**src/tsr_pkg.sv**
```systemverilog
// Package for the timebase, sleep and reset unit: register map, fields, reset values, timing
package tsr_pkg;
  // Register offsets on the plain register port
  localparam logic [3:0] TSR_OFS_SHARED_IRQ_CTRL = 4'h0;
  localparam logic [3:0] TSR_OFS_IRQ_CTRL_SECOND = 4'h1;
  localparam logic [3:0] TSR_OFS_PERIODIC_CTRL   = 4'h2;
  localparam logic [3:0] TSR_OFS_STATUS          = 4'h3;
  localparam logic [3:0] TSR_OFS_COMMAND         = 4'h4;
  localparam logic [3:0] TSR_OFS_OPTIONS         = 4'h5;

  // Field positions in the shared interrupt control register
  localparam int TSR_BIT_TICK_EN     = 1;
  localparam int TSR_BIT_PERIODIC_EN = 2;
  localparam int TSR_BIT_TICK_FLAG   = 5;
  localparam int TSR_BIT_PERIODIC_FLAG = 6;
  // Field positions in the second interrupt control register
  localparam int TSR_BIT_SHARED_EN   = 2;
  localparam int TSR_BIT_SHARED_FLAG = 6;
  // Periodic clock control register fields
  localparam int TSR_POS_RATE        = 0;
  localparam int TSR_BIT_FAST_START  = 4;
  // Status register fields
  localparam int TSR_BIT_POWERDOWN   = 0;
  localparam int TSR_BIT_EXPIRED     = 1;
  localparam int TSR_BIT_SLEEPING    = 2;
  localparam int TSR_BIT_STARTING    = 3;
  // Command register bits (write one to act)
  localparam int TSR_BIT_CMD_SLEEP   = 0;
  localparam int TSR_BIT_CMD_WDCLR   = 1;
  // Options register fields
  localparam int TSR_POS_SRC         = 0;
  localparam int TSR_POS_TICKSEL     = 2;
  localparam int TSR_POS_DISPSEL     = 4;
  localparam int TSR_POS_BUZZSEL     = 8;
  localparam int TSR_POS_WDSEL       = 11;
  localparam int TSR_POS_WAKEMASK    = 16;

  // Reset values
  localparam logic [2:0] TSR_RST_RATE    = 3'h7;
  localparam logic [7:0] TSR_RST_OPTIONS_LO = 8'h00;

  // Source clock selection codes
  localparam logic [1:0] TSR_SRC_WDOSC = 2'h0;
  localparam logic [1:0] TSR_SRC_RTOSC = 2'h1;
  localparam logic [1:0] TSR_SRC_INSTR = 2'h2;

  // Chain widths and timing
  localparam int TSR_DIV_STAGES   = 8;
  localparam int TSR_PRE_BITS     = 7;
  localparam int TSR_CHAIN_BITS   = TSR_DIV_STAGES + TSR_PRE_BITS;
  localparam int TSR_INSTR_DIV    = 4;
  localparam int TSR_STARTUP_CYC  = 1024;
  localparam logic [15:0] TSR_RESET_VECTOR = 16'h0000;
  localparam logic [15:0] TSR_IRQ_VECTOR   = 16'h0018;

  // Run state of the core
  typedef enum logic [1:0] {
    TSR_RUN   = 2'b00,
    TSR_SLEEP = 2'b01,
    TSR_START = 2'b10
  } tsr_mode_t;

  // Request toward the processor core
  typedef struct packed {
    logic        hold;
    logic        warmReset;
    logic        irqCall;
    logic [15:0] vector;
  } tsr_core_t;

  // State of the unit, apart from the synchronisers, oscPrev and the port A wake mask
  typedef struct packed {
    tsr_mode_t   mode;
    logic [TSR_CHAIN_BITS-1:0] chain;
    logic [1:0]  instrDiv;
    logic [15:0] wdCount;
    logic [10:0] startCount;
    logic        resumeIrq;
    logic        warm;
    logic        tickEn;
    logic        periodicEn;
    logic        tickFlag;
    logic        periodicFlag;
    logic        sharedEn;
    logic        sharedFlag;
    logic [2:0]  rate;
    logic        fastStart;
    logic        powerdown;
    logic        expired;
    logic [15:0] options;
    logic        pendTickAtSleep;
    logic        pendPerAtSleep;
    logic [7:0]  portAPrev;
    logic [31:0] rdata;
    logic        tickOut;
    logic        periodicOut;
    logic        dispClk;
    logic        buzzClk;
    tsr_core_t   core;
  } tsr_state_t;
endpackage

```
**src/tsr_unit.sv**
```systemverilog
// Timebase, sleep and reset unit of the microcontroller
//
// Decided for this implementation: the address map and the address-and-strobe port.
`timescale 1ns/1ps

module tsr_unit
  import tsr_pkg::*;
(
  input  wire logic        mclk,          // System clock, 200 MHz
  input  wire logic        rst,           // Async power-on reset, high
  input  wire logic        wdOscTick,     // Watchdog oscillator edge, async
  input  wire logic        rtOscTick,     // Real-time oscillator edge, async
  input  wire logic        extClearN,     // External clear pin, low active, async
  input  wire logic [7:0]  portA,         // Port A pins, async
  input  wire logic [3:0]  addr,          // Register address
  input  wire logic [31:0] wdata,         // Register write data
  input  wire logic        wr,            // Write strobe
  input  wire logic        rd,            // Read strobe
  output logic      [31:0] rdata,         // Read data, cycle after rd
  output logic             sysOscEnable,  // System oscillator runs
  output logic             fastStartOsc,  // Quick start of 32.768kHz osc
  output logic             tickPulse,     // Tick timeout toward counter 1
  output logic             periodicPulse, // Periodic timeout toward counter 0
  output logic             dispClk,       // Display scan clock
  output logic             buzzClk,       // Buzzer clock
  output logic             coreHold,      // Hold instruction fetch
  output logic             coreWarmReset, // Clear PC and SP only
  output logic             coreIrqCall,   // Call interrupt vector
  output logic      [15:0] coreVector     // Vector for the core
);
  tsr_state_t s;
  tsr_state_t next_s;

  // Two-flop synchronisers for every pin-side input
  logic [10:0] syncA;
  logic [10:0] syncB;
  always_ff @(posedge mclk or posedge rst) begin
    if (rst) begin
      syncA <= 11'h7ff;
      syncB <= 11'h7ff;
    end else begin
      syncA <= {extClearN, portA, rtOscTick, wdOscTick};
      syncB <= syncA;
    end
  end

  // Oscillator edge detect on the synchronised copies
  logic [1:0] oscPrev;
  always_ff @(posedge mclk or posedge rst) begin
    if (rst) begin
      oscPrev <= 2'h3; // Matches synchroniser reset, so no false edge follows reset
    end else begin
      oscPrev <= syncB[1:0];
    end
  end

  logic        wdEdge;
  logic        rtEdge;
  logic        clrLow;
  logic [7:0]  portSync;
  assign wdEdge   = syncB[0] & ~oscPrev[0];
  assign rtEdge   = syncB[1] & ~oscPrev[1];
  assign portSync = syncB[9:2];
  assign clrLow   = ~syncB[10];

  // Source selection and derived conditions
  logic [1:0]  src;
  logic        slowSrc;
  logic        srcTick;
  logic [TSR_CHAIN_BITS-1:0] chainInc;
  logic [TSR_CHAIN_BITS-1:0] chainRise;
  logic [1:0]  tickSel;
  logic [2:0]  dispSel;
  logic [2:0]  buzzSel;
  logic [1:0]  wdSel;
  logic [7:0]  wakeMask;
  logic [7:0]  portSel;
  logic        wdOverflow;
  logic        portWake;
  logic        tickWake;
  logic        perWake;
  logic        irqReady;
  logic        cmdSleep;
  logic        cmdWdClr;
  logic        wrHit;

  assign src      = s.options[TSR_POS_SRC +: 2];
  assign tickSel  = s.options[TSR_POS_TICKSEL +: 2];
  assign dispSel  = s.options[TSR_POS_DISPSEL +: 3];
  assign buzzSel  = s.options[TSR_POS_BUZZSEL +: 3];
  assign wdSel    = s.options[TSR_POS_WDSEL +: 2];
  assign wakeMask = portSel;
  assign slowSrc  = (src == TSR_SRC_WDOSC) || (src == TSR_SRC_RTOSC);
  // Port A wake mask lives apart since options field is 16 bits wide
  always_ff @(posedge mclk or posedge rst) begin
    if (rst) begin
      portSel <= 8'h00;
    end else if (wrHit && addr == TSR_OFS_OPTIONS) begin
      portSel <= wdata[TSR_POS_WAKEMASK +: 8];
    end
  end

  // source select
  // Instruction clock stops with the system oscillator in sleep
  always_comb begin
    unique case (src)
      TSR_SRC_WDOSC: srcTick = wdEdge;
      TSR_SRC_RTOSC: srcTick = rtEdge;
      default:       srcTick = (s.instrDiv == 2'(TSR_INSTR_DIV - 1)) && (s.mode != TSR_SLEEP);
    endcase
  end

  assign chainInc  = s.chain + TSR_CHAIN_BITS'(1);
  assign chainRise = chainInc & ~s.chain;
  assign wdOverflow = srcTick && (s.wdCount == ((16'h1000 << wdSel) - 16'h0001));
  assign cmdSleep  = wr && (addr == TSR_OFS_COMMAND) && wdata[TSR_BIT_CMD_SLEEP];
  assign cmdWdClr  = wr && (addr == TSR_OFS_COMMAND) && wdata[TSR_BIT_CMD_WDCLR];
  assign wrHit     = wr && (s.mode == TSR_RUN);

  always_comb begin
    next_s = s;
    next_s.tickOut     = 1'b0;
    next_s.periodicOut = 1'b0;
    next_s.core.irqCall   = 1'b0;
    next_s.core.warmReset = 1'b0;
    next_s.portAPrev   = portSync;
    portWake = 1'b0;
    tickWake = 1'b0;
    perWake  = 1'b0;
    irqReady = 1'b0;

    next_s.instrDiv = s.instrDiv + 2'h1;

    if (srcTick) begin
      next_s.chain = chainInc;
      next_s.wdCount = s.wdCount + 16'h0001;
    end

    // chain keeps running in sleep on slow sources
    next_s.dispClk = s.chain[4'h1 + 4'(dispSel)];
    next_s.buzzClk = s.chain[4'h1 + 4'(buzzSel)];

    // tick on chain bit 11..14 rising
    if (srcTick && chainRise[4'd11 + 4'(tickSel)]) begin
      next_s.tickOut = 1'b1;
      next_s.tickFlag   = 1'b1;
      next_s.sharedFlag = 1'b1;
    end
    if (srcTick && chainRise[4'd7 + 4'(s.rate)]) begin
      next_s.periodicOut = 1'b1;
      next_s.periodicFlag = 1'b1;
      next_s.sharedFlag   = 1'b1;
    end

    // Register writes; hardware sets win over software clears
    // flags cleared by software writes and external clear, the shared flag also by an interrupt call
    if (wrHit && addr == TSR_OFS_SHARED_IRQ_CTRL) begin
      next_s.tickEn       = wdata[TSR_BIT_TICK_EN];
      next_s.periodicEn   = wdata[TSR_BIT_PERIODIC_EN];
      next_s.tickFlag     = next_s.tickFlag & (wdata[TSR_BIT_TICK_FLAG] | next_s.tickOut);
      next_s.periodicFlag = next_s.periodicFlag & (wdata[TSR_BIT_PERIODIC_FLAG] | next_s.periodicOut);
    end
    if (wrHit && addr == TSR_OFS_IRQ_CTRL_SECOND) begin
      next_s.sharedEn   = wdata[TSR_BIT_SHARED_EN];
      next_s.sharedFlag = next_s.sharedFlag & (wdata[TSR_BIT_SHARED_FLAG] | next_s.tickOut | next_s.periodicOut);
    end
    if (wrHit && addr == TSR_OFS_PERIODIC_CTRL) begin
      next_s.rate      = wdata[TSR_POS_RATE +: 3];
      next_s.fastStart = wdata[TSR_BIT_FAST_START];
    end
    if (wrHit && addr == TSR_OFS_OPTIONS) begin
      next_s.options = wdata[15:0];
    end

    if (wrHit && cmdWdClr) begin
      next_s.wdCount   = 16'h0000;
      next_s.powerdown = 1'b0;
    end

    irqReady = (s.tickEn & s.tickFlag) | (s.periodicEn & s.periodicFlag);
    irqReady = irqReady & s.sharedEn & s.sharedFlag;

    unique case (s.mode)
      TSR_RUN: begin
        // watchdog timeout in run: expired set, powerdown kept
        if (wdOverflow) begin
          next_s.expired  = 1'b1;
          next_s.wdCount  = 16'h0000;
          next_s.chain    = '0;
          next_s.core.vector = TSR_RESET_VECTOR;
          next_s.mode     = TSR_START;
          next_s.startCount = 11'h000;
          next_s.resumeIrq  = 1'b0;
        end else if (wrHit && cmdSleep) begin
          next_s.mode = TSR_SLEEP;
          next_s.wdCount = 16'h0000;
          next_s.powerdown = 1'b1;
          next_s.expired   = 1'b0;
          next_s.pendTickAtSleep = s.tickFlag;
          next_s.pendPerAtSleep  = s.periodicFlag;
        end else if (irqReady && !s.core.irqCall) begin
          next_s.core.irqCall = 1'b1;
          next_s.core.vector  = TSR_IRQ_VECTOR;
          // Service takes the shared flag, else the core is called again every second cycle
          next_s.sharedFlag   = next_s.tickOut | next_s.periodicOut;
        end
      end
      TSR_SLEEP: begin
        portWake = |(wakeMask & s.portAPrev & ~portSync);
        // only fresh flags wake the device
        tickWake = next_s.tickFlag & ~s.pendTickAtSleep;
        perWake  = next_s.periodicFlag & ~s.pendPerAtSleep;
        if (wdOverflow) begin
          next_s.expired   = 1'b1;
          next_s.warm      = 1'b1;
          next_s.wdCount   = 16'h0000;
          next_s.mode      = TSR_START;
          next_s.startCount = 11'h000;
          next_s.resumeIrq  = 1'b0;
        end else if (portWake || tickWake || perWake) begin
          // call only if enabled, else next instruction
          next_s.resumeIrq  = (tickWake & s.tickEn) | (perWake & s.periodicEn);
          next_s.mode       = TSR_START;
          next_s.startCount = 11'h000;
        end
      end
      TSR_START: begin
        // start-up delay of 1024 system clocks
        // counter runs on restarted system clock, holds fetch
        next_s.startCount = s.startCount + 11'h001;
        if (s.startCount == 11'(TSR_STARTUP_CYC - 1)) begin
          next_s.mode = TSR_RUN;
          next_s.core.warmReset = s.warm;
          next_s.warm = 1'b0;
          if (s.resumeIrq && s.sharedEn) begin
            next_s.core.irqCall = 1'b1;
            next_s.core.vector  = TSR_IRQ_VECTOR;
            next_s.sharedFlag   = next_s.tickOut | next_s.periodicOut;
          end
        end
      end
      default: next_s.mode = TSR_START;
    endcase

    // external clear: full reset of the chain and vector
    if (clrLow) begin
      // clear from sleep gives expired 0, powerdown 1
      if (s.mode == TSR_SLEEP) begin
        next_s.expired   = 1'b0;
        next_s.powerdown = 1'b1;
      end
      next_s.chain      = '0;
      next_s.wdCount    = 16'h0000;
      next_s.tickEn     = 1'b0;
      next_s.periodicEn = 1'b0;
      next_s.sharedEn   = 1'b0;
      next_s.tickFlag   = 1'b0;
      next_s.periodicFlag = 1'b0;
      next_s.sharedFlag = 1'b0;
      next_s.rate       = TSR_RST_RATE;
      next_s.fastStart  = 1'b0;
      next_s.warm       = 1'b0;
      next_s.resumeIrq  = 1'b0;
      next_s.core.irqCall = 1'b0;
      next_s.core.vector  = TSR_RESET_VECTOR;
      next_s.mode       = TSR_START;
      next_s.startCount = 11'h000;
    end

    // fetch held outside the run state
    next_s.core.hold = (next_s.mode != TSR_RUN);

    // Read port: data valid the cycle after the strobe
    next_s.rdata = 32'h0000_0000;
    if (rd) begin
      unique case (addr)
        TSR_OFS_SHARED_IRQ_CTRL: begin
          next_s.rdata[TSR_BIT_TICK_EN]       = s.tickEn;
          next_s.rdata[TSR_BIT_PERIODIC_EN]   = s.periodicEn;
          next_s.rdata[TSR_BIT_TICK_FLAG]     = s.tickFlag;
          next_s.rdata[TSR_BIT_PERIODIC_FLAG] = s.periodicFlag;
        end
        TSR_OFS_IRQ_CTRL_SECOND: begin
          next_s.rdata[TSR_BIT_SHARED_EN]   = s.sharedEn;
          next_s.rdata[TSR_BIT_SHARED_FLAG] = s.sharedFlag;
        end
        TSR_OFS_PERIODIC_CTRL: begin
          next_s.rdata[TSR_POS_RATE +: 3]   = s.rate;
          next_s.rdata[TSR_BIT_FAST_START]  = s.fastStart;
        end
        TSR_OFS_STATUS: begin
          next_s.rdata[TSR_BIT_POWERDOWN] = s.powerdown;
          next_s.rdata[TSR_BIT_EXPIRED]   = s.expired;
          next_s.rdata[TSR_BIT_SLEEPING]  = (s.mode == TSR_SLEEP);
          next_s.rdata[TSR_BIT_STARTING]  = (s.mode == TSR_START);
        end
        TSR_OFS_OPTIONS: begin
          next_s.rdata[15:0] = s.options;
          next_s.rdata[TSR_POS_WAKEMASK +: 8] = portSel;
        end
        default: next_s.rdata = 32'h0000_0000;
      endcase
    end
  end

  // power-on reset: all cleared except mode, rate, portAPrev and hold, start-up delay first
  always_ff @(posedge mclk or posedge rst) begin
    if (rst) begin
      s <= '0;
      s.mode <= TSR_START;
      s.rate <= TSR_RST_RATE;
      s.portAPrev <= 8'hff;
      s.core.hold <= 1'b1;
    end else begin
      s <= next_s;
    end
  end

  // Outputs come straight from state flops; sysOscEnable is decoded from the mode
  assign rdata         = s.rdata;
  assign sysOscEnable  = (s.mode != TSR_SLEEP);
  assign fastStartOsc  = s.fastStart;
  assign tickPulse     = s.tickOut;
  assign periodicPulse = s.periodicOut;
  assign dispClk       = s.dispClk;
  assign buzzClk       = s.buzzClk;
  assign coreHold      = s.core.hold;
  assign coreWarmReset = s.core.warmReset;
  assign coreIrqCall   = s.core.irqCall;
  assign coreVector    = s.core.vector;
endmodule

```
**config.mk**
```make
export PLATFORM = sky130hd
export DESIGN_NAME = tsr_unit
export DESIGN_NICKNAME = d
export VERILOG_FILES = /design/src/tsr_pkg.sv /design/src/tsr_unit.sv
export SDC_FILE = /design/constraint.sdc
export NUM_CORES = 1
export LEC_CHECK = 0
export BUFFER_PORTS_ARGS = -buffer_cell sky130_fd_sc_hd__buf_4
export CORE_MARGIN = 10
export CORE_UTILIZATION = 60
export DETAILED_ROUTE_END_ITERATION = 8
export PLACE_DENSITY = 0.83
export SLEW_MARGIN = 40
export SYNTH_ARGS = -nofsm -noshare
export SYNTH_HDL_FRONTEND = slang
export SYNTH_SLANG_ARGS = --single-unit
```
**constraint.sdc**
```tcl
create_clock -name mclk -period 9.96 [get_ports mclk]
set_input_delay 1.992 -clock mclk [delete_from_list [all_inputs] [get_ports mclk]]
set_output_delay 1.992 -clock mclk [all_outputs]
set_load 0.01 [all_outputs]
```
======== Word-level counts from Yosys, hierarchy flattened ========
Cells that the tools add are included.
storage, ports and cells
  register bits after elaboration ......... 173
  input bits .............................. 51
  output and inout port bits .............. 57
  logic and storage cells ................. 208
operators by class
  $add $sub $neg .......................... 9
  order comparisons ....................... 4
  equality and inequality tests ........... 26
  shift-type cells ........................ 1
  mux-type cells .......................... 75
  bitwise logic cells ..................... 30
  reductions and logical operators ........ 29
operator list
  cell                   number
  $mux 17                6
  $mux 16                6
  $mux 15                3
  $mux 41                1
  $mux 12                3
  $pmux 17 s2            1
  $pmux 11 s3            1
  $pmux 16 s2            1
  $mux 1                 24
  $mux 24                1
  $lt 4x5->1 const B     4
  $mux 18                1
  $add 16x1->16 const B  1
  $and 8x8->8            2
  $bmux 1 s4             4
  $eq 16x16->1           1
  $logic_and 1x1->1      16
  $mux 2                 8
  $pmux 1 s2             8
  $shl 13x2->16 const A  1
  $sub 16x1->16 const B  1
  $add 15x1->15 const B  1
  $and 15x15->15         1
  $not 15->15            1
  other kinds (34)       77

======== Depth between registers and ports, before layout ========
  depth in word-level cells ............... 17
  gate-level depth with buffers ........... 13
  mapped depth without buffers ............ 12

======== Worst setup path after synthesis ========
No wires, ideal clock.
  kind .................................... input-to-reg
  from .................................... input port addr[2]
  to ...................................... register s[96] (netlist name)
  setup time .............................. 132 ps
  data arrival time ....................... 3,837 ps
  required time ........................... 9,828 ps
  slack ................................... 5,991 ps
  cell stages on the path ................. 9
  buffers on the path ..................... 2
  cells stage by stage .................... clkbuf_1 or3_1 or3_1 a32oi_1 o21ai_1 o31ai_4 buf_4 mux2i_1 nor2_1
on the way
  cells in the longest elaborated chain, start to end .. 8
  elaborated cells on any way between the ends .. 9
  those cells by class .................... eq/ne (1); mux (1); bitwise (2); reduce/logical (5)
ends and longest elaborated chain
  what                                 RTL line         source
  from (decl)                          tsr_unit.sv:15   input wire logic [3:0] addr,
  $logic_not 4->1 *                    tsr_unit.sv:157  if (wrHit && addr == TSR_OFS_SHARED_IRQ_CTRL) begin
  $logic_and 1x1->1 *                  tsr_unit.sv:157
  $mux 4 *                             tsr_unit.sv:157
  $and 1x1->1                          tsr_unit.sv:211  tickWake = next_s.tickFlag & ~s.pendTickAtSleep;
  $logic_or 1x1->1                     tsr_unit.sv:220  end else if (portWake || tickWake || perWake) begin
  $logic_or 1x1->1 *                   tsr_unit.sv:220
  $ne 4x4->1 (no source line) *        -
  $reduce_and 3->1 (no source line) *  -
  to (signal assigned)                 tsr_unit.sv:315  s <= next_s;
  to (decl)                            tsr_unit.sv:31   tsr_state_t s;
Mark *: on every way between the ends. The rest lies on a longest branch, timed or not. The select of a mux whose other input is x is not followed.
A chain may end at the register's enable or synchronous reset.

======== Worst setup path in the final report ========
  from .................................... input port addr[1]
  to ...................................... register s[99] (netlist name)
The elaborated chain is that of the path after synthesis.

==> run_results.csv <==
group,metric,value,unit
cts,cts.clk_slew.worst_paths,0.06,ns
power,powerDensity,161.9,nW/µm²
timing,clock_skew,0.007191,ns
floorplan,dieArea,17260,µm²
floorplan,die_x,131.4,µm
timing,rsz0062_at_grt,"no",
routing,firstDrtPassIters,5,
power,ir_drop,0.0001287,V
timing,worst_slack,5.668,ns
setup_path,r2r_cells,11,
timing,finalCritPeriodShare,43.10,%
place,portBuffers,77,
global_routing,antenna_found_initial,0,
synthesis,ys.flop_type,"dfrtp_1",
min_path,min_path_cells,0,
setup_path,required,10.25,ns
global_routing,grt_max_degree,91,
power,p_leak,3.926,nW
timing,finalSetupTns,0,ns
routing,via_per_inst,5.890,
cts,cts_post_setup_buffers_inserted,0,
timing,maxSlewViolCount,0,
setup_path,crit_fanout,13,
floorplan,die_height,131.4,µm
place,post-dp-hpwl,12.16,mm
cts,clk_path_buf_depth,2,
min_path,hold_class,"reg -> reg",
synthesis,synth.cell_area,7442,µm²
cts,worstSkewPairLatency,0.43,ns
global_routing,grt-ovfl-total,0,
timing,maxSlewHeadroom,45.97,%
routing,num_vias,5401,
synthesis,yosysUniqueCellTypes,64,
setup_path,r2r_slack,6.09,ns
cts,cts_num_sinks,150,
global_routing,grt_first_pass_wirelength,28.56,mm
setup_path,cpMostUsedCell,"or3_1",
setup_path,path_cells,"buf_4, or3_1, or3_1, a32oi_1, o21ai_1, o31ai_4, or2_1, o21ai_0",
routing,wl_per_cell,18.95,µm
synthesis,synth_edf_count,0,
setup_path,cpMaxStageDelayCell,"o31ai_4",
cts,ctsHoldBuffers,0,
setup_path,crit_path_max_incr_delay,0.57,ns
synthesis,ys_ff_latch,150,
setup_path,cp_data_arrival_time,4.58,ns
finish,antenna_cells,0,
routing,ant_nets,0,
global_routing,grt.total_usage,20.15,%
setup_path,worstSetupPathType,"in -> reg",
synthesis,ys_warn_count,0,
power,p_total,1.374,mW
cts,root_buffer,"clkbuf_16",
cts,cts_tree,"built",
setup_path,critPathCaptureType,"flop",
finish,synthToLayoutAreaGrowth,14.09,%
cts,cts_resized,0,
floorplan,rows,40,
place,gp_routability_congestion,0.9264,
run,drv_cap,0,
routing,routed_wl,17.38,mm
setup_path,startpoint_type,"input port",
finish,drive_gt1_share,26.44,%
floorplan,initial_utilization,61.70,%
cts,cts_buffers,17,
cts,htree_levels,4,
place,dp_slack,5.299,ns
finish,finalNonFillerCells,917,
timing,max_freq,233.0,MHz
timing,layout_min_cycle_time,4.292,ns
synthesis,seq_area_frac_synth,51.06,%
floorplan,io_pins,108,
place,place_inst,885,
timing,finalHoldViolCount,0,
routing,drt-initial-drc-count,384,
floorplan,coreArea,12060,µm²
synthesis,synthCells,691,
routing,route.detailed.drc,0,
timing,worst_pin_slew,0.8104,ns
timing,final-setup-viol-count,0,
synthesis,async_reset_ff_share,100.0,%
run_status,outcome,"complete, no violations",
synthesis,synth_area_per_cell,10.77,µm²
finish,nNetsFinal,813,
global_routing,grt_pass1_vias,5596,
-- cell usage after synthesis, drive strengths merged (18+ instances only) --
cell,number,share of area (%)
dfrtp,113,38
inv,33,1.7
and3,27,2.3
buf,54,5.4
dfstp,37,13
mux2,30,4.6
nand3,18,1.2
nand2,57,2.9
ha,26,4.4
nor2,65,3.3
o21ai,21,1.4
clkbuf,21,1.1
a21oi,23,1.5
-- layout by cell type (no fill, tap or decap), types with 3 or more instances in the layout --
cell type  synthesis  final
a211oi_1          14     14
inv_6              0      3
nand3_1           18     18
and2_1             5      5
nor3_1            14     14
nand3b_1           6      6
mux4_2            10     10
xor2_1            12     12
buf_4             51     79
nand2b_1           4      4
clkbuf_16          0     17
a21oi_1           23     23
clkinv_4           0      3
dfstp_2           37     37
nand2_1           57     57
and3_1            27     27
o22ai_1            8      8
ha_1              26     26
mux2i_1            8      8
nor4_1             3      3
nand4_1           12     12
dfrtp_1          113    113
inv_1             33     32
nor2b_1            7      7
a22oi_1            4      4
o21ai_0           20     20
or3_1              7      7
mux2_2            29     29
xnor2_1            6      6
nor2_1            65     65
conb_1             1     22
o211ai_1           6      6
bufinv_16          0      3
o311ai_0           3      3
-- cell families after synthesis --
family / synth area share [%]
other: 0.05039
AO/OA/AOI/OAI: 9.482
flip-flops: 51.06
AND/OR/NAND/NOR: 16.09
XOR/XNOR: 2.118
buffers and inverters: 8.137
multiplexers: 8.692
adder cells (fa/ha/maj): 4.371
-- critical path: cells and delay by family --
| kind | cells | cell delay (ns) |
|---|---|---|
| AO/OA/AOI/OAI | 4 | 1.33 |
| buffers and inverters | 1 | 0.14 |
| AND/OR/NAND/NOR | 3 | 1.13 |
-- registers in the layout, summed over array words and instances (netlist names) --
| name | count |
|---|---|
| coreIrqCall | 1 |
| buzzSel | 3 |
| dispClk | 1 |
| coreHold | 1 |
| coreVector | 1 |
| syncB | 11 |
| coreWarmReset | 1 |
| tickPulse | 1 |
| buzzClk | 1 |
| fastStartOsc | 1 |
| dispSel | 3 |
| oscPrev | 2 |
| periodicPulse | 1 |
| s | 79 |
| syncA | 11 |
| portSel | 8 |
| rdata | 24 |
-- report_power, final --
part | internal (mW) | switching (mW) | total (mW) | leakage [nW]
logic | 0.0248 | 0.0415 | 0.0663 | 1.69
registers | 0.627 | 0.0111 | 0.638 | 1.94
clock network | 0.412 | 0.258 | 0.670 | 0.304
-- through the flow --
stage / utilization (%) / cell area, µm² / hold WS, ns
2_1_floorplan: - / 7521 / 0.3452
3_3_place_gp: 65.12 / 7855 / 0.3461
3_5_place_dp: 65.18 / 7861 / 0.3468
4_1_cts: 70.34 / 8484 / 0.3572
5_1_grt: 70.39 / 8491 / 0.3619
6_report: 70.39 / 8491 / 0.3538
-- area by class of cell --
class,instances,area [µm²]
clock buffer,20,456.7
fill,853,3571
multi-input combinational,454,3122
sequential,150,3800
tap,168,210.2
clock inverter,12,166.4
timing repair buffer,80,604.3
inverter,33,131.4
-- path summary, 6_finish.rpt --
| path | start | end |
|---|---|---|
| worst min register to register | syncA[0]$_DFF_PP1_ | syncB[0]$_DFF_PP1_ |
| max in group asynchronous | rst | oscPrev[1]$_DFF_PP1_ |
| worst min-delay path | syncA[0]$_DFF_PP1_ | syncB[0]$_DFF_PP1_ |
| worst max register to register | s[124]$_DFF_PP0_ | s[99]$_DFFE_PP0P_ |
| min in group asynchronous | rst | portSel[7]$_DFFE_PP0P_ |
| worst max-delay path | addr[1] | s[99]$_DFFE_PP0P_ |
-- routing by layer --
metal / wire, µm / share of wire, % / up-vias / global-route usage (%)
met5: 0 / 0 / - / 0
met4: 352 / 2.0 / 0 / 7.478
met3: 1243 / 7.2 / 35 / 5.488
met2: 8936 / 51 / 216 / 34.70
met1: 6843 / 39 / 2707 / 23.50
li1: - / - / 2443 / -
No activity file was read; power rests on OpenSTA's default activity.
